[src/core/tmra_consts.svh]
// register offsets, field positions, encodings and reset values of the timer
`ifndef TMRA_CONSTS_SVH
`define TMRA_CONSTS_SVH

`define TMRA_ADDR_CONTROL    8'hE2
`define TMRA_ADDR_PRESCALE   8'hE3
`define TMRA_ADDR_COUNT      8'hE4
`define TMRA_ADDR_REFERENCE  8'hE5

`define TMRA_CONTROL_RESET   8'h00
`define TMRA_PRESCALE_RESET  3'h0
`define TMRA_COUNT_RESET     8'h00
`define TMRA_REFERENCE_RESET 8'h00
`define TMRA_RDATA_UNMAPPED  8'h00

`define TMRA_BIT_OVF_PEND    0
`define TMRA_BIT_MATCH_PEND  1
`define TMRA_BIT_OVF_IE      2
`define TMRA_BIT_MATCH_IE    3
`define TMRA_BIT_CLEAR       5
`define TMRA_MODE_LO         6
`define TMRA_MODE_HI         7

`define TMRA_MODE_INTERVAL   2'h0
`define TMRA_MODE_CAP_FALL   2'h1
`define TMRA_MODE_CAP_RISE   2'h2
`define TMRA_MODE_PWM        2'h3

`define TMRA_SEL_LO          0
`define TMRA_SEL_HI          2
`define TMRA_SEL_DIV1        3'h0
`define TMRA_SEL_DIV8        3'h1
`define TMRA_SEL_DIV64       3'h2
`define TMRA_SEL_DIV256      3'h3
`define TMRA_SEL_DIV1024     3'h4
`define TMRA_SEL_EXT_RISE    3'h5
`define TMRA_SEL_EXT_FALL    3'h6
`define TMRA_SEL_STOP        3'h7

`define TMRA_DIV_W           10
`define TMRA_DIV8_MASK       10'h007
`define TMRA_DIV64_MASK      10'h03F
`define TMRA_DIV256_MASK     10'h0FF
`define TMRA_DIV1024_MASK    10'h3FF
`define TMRA_DIV_RESET       10'h000

`define TMRA_CAP_ROUTE_LO    6
`define TMRA_CAP_ROUTE_HI    7
`define TMRA_CAP_ROUTE_TIMER 2'h0

`define TMRA_COUNT_ZERO      8'h00
`define TMRA_COUNT_MAX       8'hFF
`define TMRA_COUNT_ONE       8'h01

`endif

[src/core/tmra_pkg.sv]
// types shared by the timer files
`include "tmra_consts.svh"

package tmra_pkg;

  typedef enum logic [1:0] {
    TMRA_INTERVAL = `TMRA_MODE_INTERVAL,
    TMRA_CAP_FALL = `TMRA_MODE_CAP_FALL,
    TMRA_CAP_RISE = `TMRA_MODE_CAP_RISE,
    TMRA_PWM      = `TMRA_MODE_PWM
  } tmra_mode_t;

endpackage : tmra_pkg

[src/core/tmra_prescaler.sv]
// clock divider and external count clock selection, one tick per count
`include "tmra_consts.svh"

module tmra_prescaler (
  input  wire logic       clk,
  input  wire logic       rst_b,
  input  wire logic [2:0] clk_sel,
  input  wire logic       ext_clk_pin,
  output logic            tick
);

  logic [`TMRA_DIV_W-1:0] div;
  logic                   ext_meta;
  logic                   ext_sync;
  logic                   ext_prev;
  logic                   next_tick;

  // free-running divider; timer_prescale_select share it so a ratio change needs no restart
  always_ff @(posedge clk or negedge rst_b) begin
    if (!rst_b) begin
      div <= `TMRA_DIV_RESET;
    end else begin
      div <= div + 1'b1;
    end
  end

  // the pin is asynchronous, so two flops before the edge detector
  always_ff @(posedge clk or negedge rst_b) begin
    if (!rst_b) begin
      ext_meta <= 1'b0;
      ext_sync <= 1'b0;
      ext_prev <= 1'b0;
    end else begin
      ext_meta <= ext_clk_pin;
      ext_sync <= ext_meta;
      ext_prev <= ext_sync;
    end
  end

  always_comb begin
    next_tick = 1'b0;
    unique case (clk_sel)
      `TMRA_SEL_DIV1:     next_tick = 1'b1;
      `TMRA_SEL_DIV8:     next_tick = (div & `TMRA_DIV8_MASK) == `TMRA_DIV8_MASK;
      `TMRA_SEL_DIV64:    next_tick = (div & `TMRA_DIV64_MASK) == `TMRA_DIV64_MASK;
      `TMRA_SEL_DIV256:   next_tick = (div & `TMRA_DIV256_MASK) == `TMRA_DIV256_MASK;
      `TMRA_SEL_DIV1024:  next_tick = div == `TMRA_DIV1024_MASK;
      `TMRA_SEL_EXT_RISE: next_tick = ext_sync & ~ext_prev;
      `TMRA_SEL_EXT_FALL: next_tick = ~ext_sync & ext_prev;
      `TMRA_SEL_STOP:     next_tick = 1'b0;
    endcase
  end

  always_ff @(posedge clk or negedge rst_b) begin
    if (!rst_b) begin
      tick <= 1'b0;
    end else begin
      tick <= next_tick;
    end
  end

endmodule : tmra_prescaler

[src/core/tmra_timer.sv]
// eight-bit timer with interval, capture and pwm modes and its registers
`include "tmra_consts.svh"

// Functional notes
// - one of interval, capture or pwm mode
// - count clock: divided system clock or pin
// - reset clears control: interval, undivided, irqs off
// - writing one to control bit 5 clears counter
// - overflow pending cleared by service or software
// - match irq requested only while bit 3 set
// - bit 1 pending sticks; software writes zero
// - interval match toggles pin, requests, clears counter
// - pwm match keeps counting, wraps FF to 00
// - pwm pin low when reference <= counter
// - pwm period is 256 timer clocks
// - capture edge copies counter into reference register
// - software picks rising or falling capture edge
// - capture pin routed when port bits 7:6 are 00
// - capture mode raises overflow and capture irqs
module tmra_timer (
  input  wire logic       clk,
  input  wire logic       rst_b,
  input  wire logic [7:0] reg_addr,
  input  wire logic       reg_write,
  input  wire logic [7:0] reg_wdata,
  output logic      [7:0] reg_rdata,
  input  wire logic       ovf_irq_ack,
  input  wire logic [7:0] port_four_low_config,
  input  wire logic       external_count_clock_pin,
  input  wire logic       capture_input_pin,
  output logic            toggle_pwm_output_pin,
  output logic            overflow_irq,
  output logic            match_capture_irq
);

  // control register fields
  tmra_pkg::tmra_mode_t   mode;
  logic                   ovf_ie;
  logic                   match_ie;
  logic                   ovf_pend;
  logic                   match_pend;

  // prescale select and data path
  logic [2:0]             clk_sel;
  logic [7:0]             count_value;
  logic [7:0]             reference_capture_value;
  logic [7:0]             next_count;
  logic [7:0]             control_rd;
  logic [7:0]             next_rdata;

  // decode and events
  logic                   wr_control;
  logic                   wr_prescale;
  logic                   wr_reference;
  logic                   clear_req;
  logic                   tick;
  logic                   clk_running;
  logic                   is_interval;
  logic                   is_pwm;
  logic                   is_capture;
  logic                   at_reference;
  logic                   at_max;
  logic                   match_hit;
  logic                   wrap_hit;
  logic                   capture_hit;
  logic                   cap_routed;
  logic                   cap_meta;
  logic                   cap_sync;
  logic                   cap_prev;
  logic                   cap_rise;
  logic                   cap_fall;
  logic                   cap_edge;

  // register decode
  assign wr_control   = reg_write && (reg_addr == `TMRA_ADDR_CONTROL);
  assign wr_prescale  = reg_write && (reg_addr == `TMRA_ADDR_PRESCALE);
  assign wr_reference = reg_write && (reg_addr == `TMRA_ADDR_REFERENCE);
  assign clear_req    = wr_control && reg_wdata[`TMRA_BIT_CLEAR];

  // mode decode
  assign is_interval = (mode == tmra_pkg::TMRA_INTERVAL);
  assign is_pwm      = (mode == tmra_pkg::TMRA_PWM);
  assign is_capture  = (mode == tmra_pkg::TMRA_CAP_RISE) ||
                       (mode == tmra_pkg::TMRA_CAP_FALL);

  assign clk_running  = (clk_sel != `TMRA_SEL_STOP);
  assign at_reference = (count_value == reference_capture_value);
  assign at_max       = (count_value == `TMRA_COUNT_MAX);

  tmra_prescaler u_prescaler (
    .clk         (clk),
    .rst_b       (rst_b),
    .clk_sel     (clk_sel),
    .ext_clk_pin (external_count_clock_pin),
    .tick        (tick)
  );

  // control register: mode and enables, reset to interval and irqs off
  always_ff @(posedge clk or negedge rst_b) begin
    if (!rst_b) begin
      mode     <= tmra_pkg::TMRA_INTERVAL;
      ovf_ie   <= 1'b0;
      match_ie <= 1'b0;
    end else if (wr_control) begin
      mode     <= tmra_pkg::tmra_mode_t'(reg_wdata[`TMRA_MODE_HI:`TMRA_MODE_LO]);
      ovf_ie   <= reg_wdata[`TMRA_BIT_OVF_IE];
      match_ie <= reg_wdata[`TMRA_BIT_MATCH_IE];
    end
  end

  // prescale select; reset picks the undivided system clock
  always_ff @(posedge clk or negedge rst_b) begin
    if (!rst_b) begin
      clk_sel <= `TMRA_PRESCALE_RESET;
    end else if (wr_prescale) begin
      clk_sel <= reg_wdata[`TMRA_SEL_HI:`TMRA_SEL_LO];
    end
  end

  // capture pin: two flops, then an edge detector on the settled copy
  always_ff @(posedge clk or negedge rst_b) begin
    if (!rst_b) begin
      cap_meta <= 1'b0;
      cap_sync <= 1'b0;
      cap_prev <= 1'b0;
    end else begin
      cap_meta <= capture_input_pin;
      cap_sync <= cap_meta;
      cap_prev <= cap_sync;
    end
  end

  assign cap_rise = cap_sync & ~cap_prev;
  assign cap_fall = ~cap_sync & cap_prev;
  assign cap_edge = (mode == tmra_pkg::TMRA_CAP_RISE) ? cap_rise : cap_fall;

  // the pin only reaches the timer while the port routes it here
  assign cap_routed = (port_four_low_config[`TMRA_CAP_ROUTE_HI:`TMRA_CAP_ROUTE_LO]
                       == `TMRA_CAP_ROUTE_TIMER);

  // a stopped clock also blocks captures so no new irq appears
  assign capture_hit = is_capture && cap_routed && cap_edge &&
                       clk_running && !clear_req;

  // counter step, match and wrap, evaluated only on a tick
  always_comb begin
    next_count = count_value;
    match_hit  = 1'b0;
    wrap_hit   = 1'b0;
    if (clear_req) begin
      next_count = `TMRA_COUNT_ZERO;
    end else if (tick) begin
      if (is_interval && at_reference) begin
        next_count = `TMRA_COUNT_ZERO;
        match_hit  = 1'b1;
      end else begin
        // plain wrap from FF to 00 gives the 256 tick pwm period
        next_count = count_value + `TMRA_COUNT_ONE;
        wrap_hit   = at_max;
        match_hit  = is_pwm && at_reference;
      end
    end
  end

  always_ff @(posedge clk or negedge rst_b) begin
    if (!rst_b) begin
      count_value <= `TMRA_COUNT_RESET;
    end else begin
      count_value <= next_count;
    end
  end

  // reference register: a capture beats a software write in the same cycle
  always_ff @(posedge clk or negedge rst_b) begin
    if (!rst_b) begin
      reference_capture_value <= `TMRA_REFERENCE_RESET;
    end else if (capture_hit) begin
      reference_capture_value <= count_value;
    end else if (wr_reference) begin
      reference_capture_value <= reg_wdata;
    end
  end

  // overflow pending: set wins over the service ack and the software clear
  always_ff @(posedge clk or negedge rst_b) begin
    if (!rst_b) begin
      ovf_pend <= 1'b0;
    end else if (wrap_hit) begin
      ovf_pend <= 1'b1;
    end else if (ovf_irq_ack) begin
      ovf_pend <= 1'b0;
    end else if (wr_control && !reg_wdata[`TMRA_BIT_OVF_PEND]) begin
      ovf_pend <= 1'b0;
    end
  end

  // match/capture pending: sticky until software writes zero to it
  always_ff @(posedge clk or negedge rst_b) begin
    if (!rst_b) begin
      match_pend <= 1'b0;
    end else if (match_hit || capture_hit) begin
      match_pend <= 1'b1;
    end else if (wr_control && !reg_wdata[`TMRA_BIT_MATCH_PEND]) begin
      match_pend <= 1'b0;
    end
  end

  // interrupt requests follow the pending bits gated by their enables
  always_ff @(posedge clk or negedge rst_b) begin
    if (!rst_b) begin
      overflow_irq <= 1'b0;
    end else begin
      overflow_irq <= ovf_pend && ovf_ie;
    end
  end

  always_ff @(posedge clk or negedge rst_b) begin
    if (!rst_b) begin
      match_capture_irq <= 1'b0;
    end else begin
      match_capture_irq <= match_pend && match_ie;
    end
  end

  // output pin: toggles on interval match, compare level in pwm,
  // and holds its level in capture mode
  always_ff @(posedge clk or negedge rst_b) begin
    if (!rst_b) begin
      toggle_pwm_output_pin <= 1'b0;
    end else if (is_pwm) begin
      toggle_pwm_output_pin <= (reference_capture_value > count_value);
    end else if (is_interval && match_hit) begin
      toggle_pwm_output_pin <= ~toggle_pwm_output_pin;
    end
  end

  // control readback; the clear bit and bit 4 always read zero
  always_comb begin
    control_rd = `TMRA_CONTROL_RESET;
    control_rd[`TMRA_MODE_HI:`TMRA_MODE_LO] = mode;
    control_rd[`TMRA_BIT_MATCH_IE]   = match_ie;
    control_rd[`TMRA_BIT_OVF_IE]     = ovf_ie;
    control_rd[`TMRA_BIT_MATCH_PEND] = match_pend;
    control_rd[`TMRA_BIT_OVF_PEND]   = ovf_pend;
  end

  // read mux, registered so read data lags the address by one clock
  always_comb begin
    next_rdata = `TMRA_RDATA_UNMAPPED;
    unique case (reg_addr)
      `TMRA_ADDR_CONTROL:   next_rdata = control_rd;
      `TMRA_ADDR_PRESCALE:  next_rdata = {5'h00, clk_sel};
      `TMRA_ADDR_COUNT:     next_rdata = count_value;
      `TMRA_ADDR_REFERENCE: next_rdata = reference_capture_value;
      default:              next_rdata = `TMRA_RDATA_UNMAPPED;
    endcase
  end

  always_ff @(posedge clk or negedge rst_b) begin
    if (!rst_b) begin
      reg_rdata <= `TMRA_RDATA_UNMAPPED;
    end else begin
      reg_rdata <= next_rdata;
    end
  end

endmodule : tmra_timer

[config.mk]
export PLATFORM = sky130hd
export DESIGN_NAME = tmra_timer
export DESIGN_NICKNAME = d
export VERILOG_FILES = /design/src/core/tmra_pkg.sv /design/src/core/tmra_prescaler.sv /design/src/core/tmra_timer.sv
export VERILOG_INCLUDE_DIRS = /design/src /design/src/core
export SDC_FILE = /design/constraint.sdc
export NUM_CORES = 1
export LEC_CHECK = 0
export ABC_AREA = 1
export ABC_CLOCK_PERIOD_IN_PS = 4000
export BUFFER_PORTS_ARGS = -buffer_cell sky130_fd_sc_hd__buf_2
export CORE_ASPECT_RATIO = 2
export CORE_MARGIN = 1.5
export CORE_UTILIZATION = 55
export DETAILED_ROUTE_END_ITERATION = 7
export PLACE_DENSITY = 0.75
export SLEW_MARGIN = 15
export SYNTH_ARGS = -nofsm -noshare
export SYNTH_HDL_FRONTEND = slang
export SYNTH_HIERARCHICAL = 1
export SYNTH_SLANG_ARGS = --single-unit
[constraint.sdc]
create_clock -name clk -period 4 [get_ports clk]
set_input_delay 0.4 -clock clk [delete_from_list [all_inputs] [get_ports clk]]
set_output_delay 0.4 -clock clk [all_outputs]
set_load 0.01 [all_outputs]
==> results of run 1 <==
worst max-delay path, delay by kind of cell (launching register included):
kind | cells | cell delay [ns]
AOI/OAI and AO/OA | 1 | 0.10
buffers and inverters | 2 | 0.23
and+or+nand+nor | 5 | 0.75
adders and majority gates | 1 | 0.33
DFF | 1 | 0.49
routing by layer:
metal,wire (um),vias up,GRT usage
met2,3770,57,0.477
met1,2240,1183,0.268
li1,-,1178,-
met3,228,17,0.0371
met4,193,0,0.0982
met5,0,-,0
report_power, final:
group          switching, uW  leakage [uW]  internal, uW  total, uW
sequential              31.3      0.000678           567        598
combinational            100      0.000882          63.8        164
clock                    170     0.0000574           203        373
total                    301       0.00162           834       1140
flip-flops by register name, indices dropped and copies added (netlist names), 2 cells and up:
name / count
count_value: 8
u_prescaler/div: 10
clk_sel: 3
reference_capture_value: 8
reg_rdata: 8
mode: 2
through the flow:
step | hold WS [ns] | worst slack, ns | total power (uW) | std cells
finish | 0.198 | 1.99 | 1140 | 431
floorplan | 0.104 | 2.25 | 705 | 336
global placement | 0.334 | 2.09 | 766 | 423
global route | 0.181 | 1.88 | 1190 | 431
detailed placement | 0.339 | 2.03 | 773 | 423
CTS | 0.193 | 2.02 | 1150 | 431
synthesized netlist by cell type, types with 4 or more instances:
cell / n
sky130_fd_sc_hd__o21ai_0: 6
sky130_fd_sc_hd__nand2_1: 77
sky130_fd_sc_hd__ha_1: 14
sky130_fd_sc_hd__nor2_4: 5
sky130_fd_sc_hd__inv_1: 36
sky130_fd_sc_hd__nand3_1: 52
sky130_fd_sc_hd__xor2_1: 6
sky130_fd_sc_hd__a21oi_1: 6
sky130_fd_sc_hd__dfrtp_1: 53
sky130_fd_sc_hd__nor2_1: 21
sky130_fd_sc_hd__nand3_2: 9
sky130_fd_sc_hd__o21ai_1: 12
sky130_fd_sc_hd__nand4_1: 4
worst max path at each step:
| stage | end | slack (ns) |
|---|---|---|
| 6_report | count_value[7]$_DFFE_PN0P_ | 1.99 |
| 5_1_grt | count_value[7]$_DFFE_PN0P_ | 1.88 |
| 3_5_place_dp | count_value[7]$_DFFE_PN0P_ | 2.03 |
| 4_1_cts | count_value[7]$_DFFE_PN0P_ | 2.02 |
| 2_1_floorplan | count_value[7]$_DFFE_PN0P_ | 2.25 |
| 3_3_place_gp | ovf_pend$_DFFE_PN0P_ | 2.09 |
cell type report:
type                       count  share of cell area
clock inverter                 2              0.0117
multi-input combinational    237               0.422
sequential                    53               0.415
timing repair buffer          35              0.0555
tap                           58              0.0227
inverter                      40              0.0477
clock buffer                   6              0.0258
kinds of logic after synthesis:
kind of cell / after synthesis
compound gates: 34
xor+xnor: 9
fa+ha+maj: 14
buf+inv: 46
flops: 53
simple gates: 180
==> impl_metrics.csv, run 1 <==
group,metric,value,unit
status,outcome,"complete, no violations",
final_layout,n_antenna_cell,0,
final_layout,layout-drive-gt1-share,0.185,
die,core_region_area,5090,um2
sta,setup_repair_after_global_routing_missed_its_margin,"no",
synth,synth_xor_xnor_area_share,0.0275,
cts,cts_buffers,5,
final_layout,layout.filler_cells,464,
synth,synth.top_cells.by_area,"sky130_fd_sc_hd__dfrtp_1 46%, sky130_fd_sc_hd__nand2_1 10%, sky130_fd_sc_hd__nand3_1 9.1%",
critical_path,critPathMaxStageDelay,0.49,ns
synth,library_cells_used_by_synthesis,32,
hold_path,worst_min_delay_path_category,"in2async",
synth,number_of_instances_in_the_synthesized_netlist,336,
final_layout,multi_input_area,1350,um2
synth,synth_ff_type,"sky130_fd_sc_hd__dfrtp_1",
critical_path,worstReg2RegEnd,"count_value[7]$_DFFE_PN0P_",
sta,totalNegativeSetupSlack,0,ns
synth,number_of_enable_flip_flop_cells_after_synthesis,0,
critical_path,cpMaxStageDelayCell,"sky130_fd_sc_hd__dfrtp_1",
synth,synth-async-reset-ratio,1.00,
die,boundaryPins,41,
critical_path,worstPathArrival,2.20,ns
detailed_routing,routed_wire_length_per_instance,14.9,um
cts,clk_latency,0.30,ns
critical_path,crit-reg2reg-launch,"count_value[5]$_DFFE_PN0P_",
sta,transition_time_at_the_pin_with_the_least_slew_margin,0.654,ns
synth,synth_compound_area_frac,0.0698,
grt,first_global_vias,2489,
final_layout,flow.area_growth_from_synthesis,11.5,%
cts,clock_sink_count,53,
detailed_routing,detail_route.iter0.violations,90,
detailed_routing,ant_nets,0,
cts,cts_htree_levels,2,
critical_path,startpoint_type,"flop",
place,globalplace.congestion,0.891,
final_layout,nNetsFinal,416,
synth,synth-simple-area-share,0.312,
synth,synth_fa_ha_area_frac,0.0611,
sta,clock-skew-final,0.00385,ns
die,die_x,54.1,um
grt,grt-ovfl-total,0,
detailed_routing,routed_via_density,5.65,
die,core.rowCount,37,
grt,grt.total_usage,0.257,
cts,cell_at_the_root_of_the_clock_tree,"sky130_fd_sc_hd__clkbuf_8",
final_layout,regArea,1330,um2
place,numPortBuffers,34,
die,initial_utilization,0.563,
critical_path,reg2regPathDepth,9,
critical_path,worst_setup_path_startpoint,"count_value[5]$_DFFE_PN0P_",
grt,grt_pass1_wl,10900,um
critical_path,critical_path.endpoint_type,"flop",
synth,post_synth.cell_area_avg,8.54,um2
synth,synth_seq_area_share,0.462,
grt,grt_antenna_before_repair,0,
die,die_area,5680,um2
critical_path,critical_path_required,4.19,ns
synth,netlist.top_cell.by_area,"sky130_fd_sc_hd__dfrtp_1",
critical_path,crit_path_cell_chain,"inv_1 -> ha_1 -> nand2_1 -> nor2_1 -> nand2_1 -> nor2_2 -> inv_1 -> nand3_1 -> o21ai_1",
sta,finalMaxSlewViolations,0,
synth,combinational_family_with_the_most_area_after_synthesis,"simple AND/OR/NAND/NOR gates",
place,placed_area,3080,um2
synth,synth_top_area_frac,0.462,
cts,cts_tree,"built",
cts,worst_setup_hold_path_clk_slew,0.09,ns
power_and_ir_drop,vdd.ir_drop.worst,0.296,mV
critical_path,setup.worst_path.class,"reg2reg",
power_and_ir_drop,leakage,0.00162,uW
sta,report.final.hold_viol_count,0,
final_layout,layout_common_cells,"77 x sky130_fd_sc_hd__nand2_1, 53 x sky130_fd_sc_hd__dfrtp_1, 52 x sky130_fd_sc_hd__nand3_1",
critical_path,r2r_setup_slack,1.99,ns
die,fp.dieH,105,um
synth,yosys-mux-area-fraction,0,
sta,period_needed,2.01,ns
sta,final_min_period_over_clock_period,0.502,
detailed_routing,vias,2435,
detailed_routing,wirelength,6430,um
final_layout,most_common_cell_after_layout_fill_and_taps_aside,"sky130_fd_sc_hd__nand2_1",
cts,cts_buffer_depth,2,
detailed_routing,route.detailed.drc,0,
synth,ys.warnings.count,6,
power_and_ir_drop,cellPowerDensity,355,nW/um2
cts,cts_setup_buffers,0,
cts,cts_hold_repair.buffers,0,
synth,synth_cell_area,2870,um2
run,drv.max_cap_violation_count,0,
critical_path,path_max_fanout,8,
sta,setup_violations,0,
cts,cells_resized_by_post_cts_repair,0,
sta,slew-limit-headroom,0.564,
grt,maximum_number_of_pins_on_one_net_before_global_route_repair,54,
synth,synth_nets,380,
synth,ys_seq_elements,53,
sta,achievable-frequency,498,MHz
final_layout,post-route-cell-area,3200,um2
place,half_perimeter_wire_length_of_the_detailed_placement_result,4960,um
detailed_routing,drt_first_pass_iters,4,
final_layout,final_util,0.628,
Power figures use the tool's default switching activity.
==> inputs of run 2 (changes only) <==
--- a/config.mk
+++ b/config.mk
@@ -6,8 +6,8 @@
 export SDC_FILE = /design/constraint.sdc
 export NUM_CORES = 1
 export LEC_CHECK = 0
-export ABC_AREA = 1
-export ABC_CLOCK_PERIOD_IN_PS = 4000
+export ABC_AREA = 0
+export ABC_CLOCK_PERIOD_IN_PS = 2080
 export BUFFER_PORTS_ARGS = -buffer_cell sky130_fd_sc_hd__buf_2
 export CORE_ASPECT_RATIO = 2
 export CORE_MARGIN = 1.5
==> constraint.sdc (replaced) <==
create_clock -name clk -period 2.08 [get_ports clk]
set_input_delay 0.208 -clock clk [delete_from_list [all_inputs] [get_ports clk]]
set_output_delay 0.208 -clock clk [all_outputs]
set_load 0.01 [all_outputs]
==> run 2 against run 1 <==
Compared with the run above:
- highest routed layer unchanged
- sequential share of layout area rose by 1.0 points
- register-to-register slack worse by 1.8 ns
- clock power grew 58%
- clock-buffer cell count is the same
- sequential power is 110% higher
- maximum frequency rose by 6.2%
- die area down 4.9%
- cell area is 2.4% lower
==> impl_metrics.csv, run 2 <==
group,metric,value,unit
synth,synth_top_area_frac,0.487,
cts,clock_sink_count,53,
final_layout,layout-drive-gt1-share,0.238,
detailed_routing,routed_wire_length_per_instance,17.6,um
critical_path,worstPathArrival,2.10,ns
cts,cts_buffer_depth,2,
sta,transition_time_at_the_pin_with_the_least_slew_margin,0.607,ns
synth,ys_seq_elements,53,
detailed_routing,wirelength,6300,um
die,initial_utilization,0.565,
final_layout,max_flop_register,"u_prescaler/div",
synth,synth.most_common_cell,"sky130_fd_sc_hd__dfrtp_1",
synth,netlist.top_cell.by_area,"sky130_fd_sc_hd__dfrtp_1",
power_and_ir_drop,leakage,0.00157,uW
grt,grt_antenna_before_repair,0,
cts,cts_tree,"built",
critical_path,path_max_fanout,7,
synth,ys.warnings.count,6,
power_and_ir_drop,power.total,2640,uW
synth,synth-async-reset-ratio,1.00,
sta,finalMaxSlewViolations,0,
critical_path,crit_path_max_delay_family,"simple AND/OR/NAND/NOR gates",
critical_path,critical_path.n_buffers_inverters,0,
critical_path,critical_path.endpoint_type,"flop",
synth,synth.top_cells.by_area,"sky130_fd_sc_hd__dfrtp_1 49%, sky130_fd_sc_hd__ha_1 6.4%, sky130_fd_sc_hd__mux2i_1 4.0%",
critical_path,startpoint_type,"flop",
final_layout,layout.filler_cells,395,
sta,clock-skew-final,0.0103,ns
grt,first_global_vias,2135,
synth,synth_ff_type,"sky130_fd_sc_hd__dfrtp_1",
detailed_routing,route.detailed.drc,0,
synth,synth_nets,297,
die,core.rowCount,36,
critical_path,setup.worst_path.class,"reg2reg",
detailed_routing,vias,2141,
place,half_perimeter_wire_length_of_the_detailed_placement_result,4830,um
final_layout,flow.area_growth_from_synthesis,14.6,%
sta,report.final.hold_viol_count,0,
critical_path,crit_path_cell_chain,"ha_1 -> nand4_1 -> nor3_2 -> nand2b_1 -> nor4b_2 -> a31o_2",
synth,most_instantiated_cells_after_synthesis,"53 x sky130_fd_sc_hd__dfrtp_1, 24 x sky130_fd_sc_hd__nand2_1, 18 x sky130_fd_sc_hd__o21ai_0",
final_layout,layout_common_cells,"53 x sky130_fd_sc_hd__dfrtp_1, 34 x sky130_fd_sc_hd__buf_2, 24 x sky130_fd_sc_hd__nand2_1",
sta,setup_repair_after_global_routing_missed_its_margin,"no",
synth,post_synth.cell_area_avg,10.8,um2
cts,cts_buffers,5,
detailed_routing,drt_first_pass_iters,4,
final_layout,final_util,0.648,
cts,worst_setup_hold_path_clk_slew,0.10,ns
sta,achievable-frequency,528,MHz
run,drv.max_cap_violation_count,0,
place,globalplace.congestion,1.00,
die,fp.dieH,103,um
die,die_area,5410,um2
sta,slew-limit-headroom,0.595,
cts,cell_at_the_root_of_the_clock_tree,"sky130_fd_sc_hd__clkbuf_8",
synth,number_of_instances_in_the_synthesized_netlist,253,
critical_path,cpMaxStageDelayCell,"sky130_fd_sc_hd__dfrtp_1",
final_layout,nNetsFinal,345,
synth,library_cells_used_by_synthesis,49,
grt,maximum_number_of_pins_on_one_net_before_global_route_repair,25,
die,die_x,52.8,um
sta,totalNegativeSetupSlack,0,ns
detailed_routing,ant_nets,0,
power_and_ir_drop,vdd.ir_drop.worst,0.601,mV
die,boundaryPins,41,
final_layout,flip_flop_count_of_the_largest_register_all_copies_and_words_added,10,
critical_path,critical_path_required,2.29,ns
sta,period_needed,1.89,ns
die,core_region_area,4820,um2
sta,final_min_period_over_clock_period,0.910,
sta,setup_violations,0,
critical_path,critPathMaxStageDelay,0.45,ns
final_layout,most_common_cell_after_layout_fill_and_taps_aside,"sky130_fd_sc_hd__dfrtp_1",
cts,clk_latency,0.31,ns
synth,number_of_enable_flip_flop_cells_after_synthesis,0,
place,numPortBuffers,34,
synth,synth_seq_area_share,0.487,
grt,grt.total_usage,0.262,
hold_path,worst_min_delay_path_category,"in2reg",
detailed_routing,detail_route.iter0.violations,65,
power_and_ir_drop,cellPowerDensity,846,nW/um2
status,outcome,"complete, no violations",
synth,synth_cell_area,2720,um2
grt,grt_pass1_wl,10200,um
cts,cts_htree_levels,2,
detailed_routing,routed_via_density,5.96,
final_layout,n_antenna_cell,0,
grt,grt-ovfl-total,0,
-- run 2: cell count changes after synthesis, moves of 11 or more --
| cell | delta |
|---|---|
| sky130_fd_sc_hd__o21ai_0 | +12 |
| sky130_fd_sc_hd__mux2i_1 | +11 |
| sky130_fd_sc_hd__inv_1 | -21 |
| sky130_fd_sc_hd__nand3_1 | -37 |
| sky130_fd_sc_hd__nand2_1 | -53 |
| sky130_fd_sc_hd__nor2_1 | -16 |
-- run 2: final timing paths --
path | slack, ns | to | cells past startpoint | from
setup / recovery | 0.19 | count_value[7]$_DFFE_PN0P_ | 6 | reference_capture_value[3]$_DFFE_PN0P_
hold / removal | 0.13 | match_ie$_DFFE_PN0N_ | 2 | reg_wdata[3]
min in group asynchronous | 0.41 | count_value[5]$_DFFE_PN0P_ | 2 | rst_b
setup reg to reg | 0.19 | count_value[7]$_DFFE_PN0P_ | 6 | reference_capture_value[3]$_DFFE_PN0P_
hold reg to reg | 0.35 | cap_sync$_DFF_PN0_ | 0 | cap_meta$_DFF_PN0_
max in group asynchronous | 1.05 | u_prescaler/div[5]$_DFF_PN0_ | 3 | rst_b
-- run 2: where the power goes --
group	switching [uW]	internal (uW)
logic	437	353
clock network	347	241
registers	114	1150
total	898	1740
-- run 2: timing repair --
item / 4_1_cts / 5_1_grt
endpoints found under the hold margin: 24 / 0
resized for setup: 0 / 0
hold buffers: 3 / 0
buffers inserted: 0 / 0
-- run 2: per-layer routing --
| metal | up-vias | global-route usage | part of all wire |
|---|---|---|---|
| li1 | 1011 | - | - |
| met1 | 1030 | 0.284 | 0.36 |
| met2 | 71 | 0.454 | 0.55 |
| met3 | 29 | 0.0449 | 0.031 |
| met4 | 0 | 0.166 | 0.062 |
| met5 | - | 0 | 0 |
-- run 2: cells by family (layout without fill, tap and decap cells) --
kind of cell / Yosys count / after routing / share of synthesized area
mux: 19 / 19 / 0.0735
buf+inv: 23 / 72 / 0.0390
flops: 53 / 53 / 0.487
simple gates: 90 / 90 / 0.201
xor+xnor: 7 / 7 / 0.0225
compound gates: 47 / 47 / 0.113
fa+ha+maj: 14 / 14 / 0.0643
-- run 2: final cells by class --
class,instances,area (um2),share of cell area
Inverter,15,56.3,0.0180
Tap cell,57,71.3,0.0228
Multi-Input combinational cell,177,1290,0.414
Sequential cell,53,1330,0.425
Timing Repair Buffer,49,290,0.0930
Clock buffer,6,72.6,0.0232
Clock inverter,2,13.8,0.00441
-- run 2: metrics by stage --
stage               hold WS (ns)  setup WS, ns  instance area [um2]  cells
CTS                        0.133         0.178                 3120    359
global placement           0.218         0.269                 3010    348
detailed placement         0.229         0.204                 3010    348
floorplan                -0.0876         0.154                 2720    253
global route               0.129        0.0423                 3120    359
finish                     0.134         0.188                 3120    359
==> inputs of run 3 (changes only) <==
--- a/config.mk
+++ b/config.mk
@@ -13,6 +13,7 @@
 export CORE_MARGIN = 1.5
 export CORE_UTILIZATION = 55
 export DETAILED_ROUTE_END_ITERATION = 7
+export GPL_TIMING_DRIVEN = 0
 export PLACE_DENSITY = 0.75
 export SLEW_MARGIN = 15
 export SYNTH_ARGS = -nofsm -noshare
==> run 3 against run 2 <==
Compared with the run above:
- cell area shrank 0.72%
- clock power grew 3.4%
- critical path depth is the same
- die area is the same
- sequential cell count is the same
- via count shrank 0.51%
- combinational power shrank 17%
- largest power group unchanged
- critical path type unchanged
==> impl_metrics.csv, run 3 (same netlist as run 2, synthesis figures left out) <==
group,metric,value,unit
sta,finalMaxSlewViolations,0,
critical_path,path_max_fanout,8,
critical_path,setup.worst_path.class,"reg2reg",
grt,grt_antenna_before_repair,0,
final_layout,layout_common_cells,"50 x sky130_fd_sc_hd__dfrtp_1, 33 x sky130_fd_sc_hd__buf_2, 24 x sky130_fd_sc_hd__nand2_1",
die,core.rowCount,36,
grt,grt.total_usage,0.258,
cts,clk_latency,0.32,ns
place,globalplace.congestion,0.881,
place,numPortBuffers,33,
critical_path,crit-reg2reg-launch,"count_value[2]$_DFFE_PN0P_",
cts,cts_htree_levels,2,
detailed_routing,routed_wire_length_per_instance,17.6,um
place,place_ws,-0.313,ns
final_layout,layout-drive-gt1-share,0.232,
die,core_region_area,4820,um2
grt,first_global_vias,2114,
final_layout,post-route-cell-area,3100,um2
power_and_ir_drop,vdd.ir_drop.worst,0.777,mV
critical_path,critical_path_required,2.29,ns
critical_path,startpoint_type,"flop",
die,boundaryPins,41,
cts,cts_buffer_depth,2,
sta,setup_repair_after_global_routing_missed_its_margin,"no",
sta,final_min_period_over_clock_period,0.949,
hold_path,whs_endpoint,"mode[1]$_DFFE_PN0N_",
detailed_routing,drt_first_pass_iters,6,
final_layout,flow.area_growth_from_synthesis,13.8,%
grt,grt_pass1_wl,10100,um
sta,setup_violations,0,
final_layout,flip_flop_count_of_the_largest_register_all_copies_and_words_added,10,
final_layout,layout.filler_cells,410,
detailed_routing,route.detailed.drc,0,
detailed_routing,wirelength,6230,um
final_layout,most_common_cell_after_layout_fill_and_taps_aside,"sky130_fd_sc_hd__dfrtp_1",
sta,holdWs,0.142,ns
final_layout,max_flop_register,"u_prescaler/div",
detailed_routing,ant_nets,0,
die,die_area,5410,um2
run,drv.max_cap_violation_count,0,
hold_path,hold_path_depth,2,
cts,cts_buffers,5,
power_and_ir_drop,cellPowerDensity,843,nW/um2
detailed_routing,detail_route.iter0.violations,65,
critical_path,worstReg2RegEnd,"count_value[4]$_DFFE_PN0P_",
sta,timing.final.ws_setup,0.105,ns
sta,slew-limit-headroom,0.561,
power_and_ir_drop,leakage,0.00153,uW
detailed_routing,routed_via_density,6.02,
hold_path,worst_min_delay_path_category,"in2reg",
critical_path,r2r_setup_slack,0.11,ns
status,outcome,"complete, no violations",
final_layout,n_antenna_cell,0,
sta,transition_time_at_the_pin_with_the_least_slew_margin,0.658,ns
sta,report.final.hold_viol_count,0,
die,initial_utilization,0.565,
die,fp.dieH,103,um
cts,clock_sink_count,53,
critical_path,critical_path.endpoint_type,"flop",
place,placed_area,2960,um2
place,half_perimeter_wire_length_of_the_detailed_placement_result,4610,um
cts,cell_at_the_root_of_the_clock_tree,"sky130_fd_sc_hd__clkbuf_8",
cts,worst_setup_hold_path_clk_slew,0.10,ns
critical_path,worstPathArrival,2.18,ns
die,die_x,52.8,um
sta,totalNegativeSetupSlack,0,ns
sta,achievable-frequency,506,MHz
sta,clock-skew-final,0.0108,ns
cts,cts_tree,"built",
critical_path,reg2regPathDepth,6,
grt,grt-ovfl-total,0,
sta,period_needed,1.97,ns
grt,maximum_number_of_pins_on_one_net_before_global_route_repair,54,
final_layout,nNetsFinal,340,
hold_path,hold_path.startpoint,"reg_wdata[7]",
detailed_routing,vias,2130,
## run 3: routing by layer
layer | routed length (um) | GRT usage | vias up | share of wire
li1 | - | - | 1003 | -
met1 | 2260 | 0.275 | 1045 | 0.36
met2 | 3430 | 0.459 | 64 | 0.55
met3 | 264 | 0.0464 | 18 | 0.042
met4 | 274 | 0.150 | 0 | 0.044
met5 | 0 | 0 | - | 0
## run 3: per-stage QoR
stage	power, uW	std cells	utilization
after global routing	2760	354	0.643
after floorplan	1740	253	-
after CTS	2610	353	0.640
after global placement	1960	343	0.614
after detailed placement	1990	343	0.614
final	2610	354	0.643
## run 3: worst max path at each step
stage | start | end | slack (ns) | cells past startpoint
finish | count_value[2]$_DFFE_PN0P_ | count_value[4]$_DFFE_PN0P_ | 0.11 | 6
global route | count_value[6]$_DFFE_PN0P_ | count_value[7]$_DFFE_PN0P_ | 0.01 | 7
CTS | count_value[6]$_DFFE_PN0P_ | count_value[7]$_DFFE_PN0P_ | 0.07 | 7
detailed placement | count_value[2]$_DFFE_PN0P_ | count_value[7]$_DFFE_PN0P_ | -0.31 | 8
global placement | count_value[2]$_DFFE_PN0P_ | count_value[7]$_DFFE_PN0P_ | -0.30 | 8
floorplan | count_value[2]$_DFFE_PN0P_ | count_value[7]$_DFFE_PN0P_ | 0.15 | 8
## run 3: critical path: stages, from the launching register on
cell	delay, ns
sky130_fd_sc_hd__dfrtp_1	0.55
sky130_fd_sc_hd__inv_1	0.12
sky130_fd_sc_hd__ha_1	0.33
sky130_fd_sc_hd__nand4_1	0.18
sky130_fd_sc_hd__nor3_4	0.05
sky130_fd_sc_hd__nand2b_2	0.25
sky130_fd_sc_hd__o41ai_1	0.38
## run 3: what timing repair did
item	in CTS	in global routing
setup endpoints to repair	9	6
endpoints found under the hold margin	2	53
pin swaps	1	0
hold buffers	2	1
resized for setup	2	3
setup buffers	1	0
## run 3: final cells by class
cell class,count,area [um2],share of cell area
Buffer,7,46.3,0.0149
Sequential cell,53,1330,0.429
Clock buffer,5,68.8,0.0222
Multi-Input combinational cell,177,1300,0.419
Timing Repair Buffer,37,205,0.0662
Tap cell,57,71.3,0.0230
Inverter,15,56.3,0.0182
Clock inverter,3,21.3,0.00686
## run 3: where the power goes
group | total [uW] | leakage, uW | switching, uW | internal (uW)
clock network | 608 | 0.0000445 | 368 | 240
logic | 657 | 0.000803 | 368 | 290
registers | 1350 | 0.000684 | 192 | 1160
total | 2610 | 0.00153 | 927 | 1680
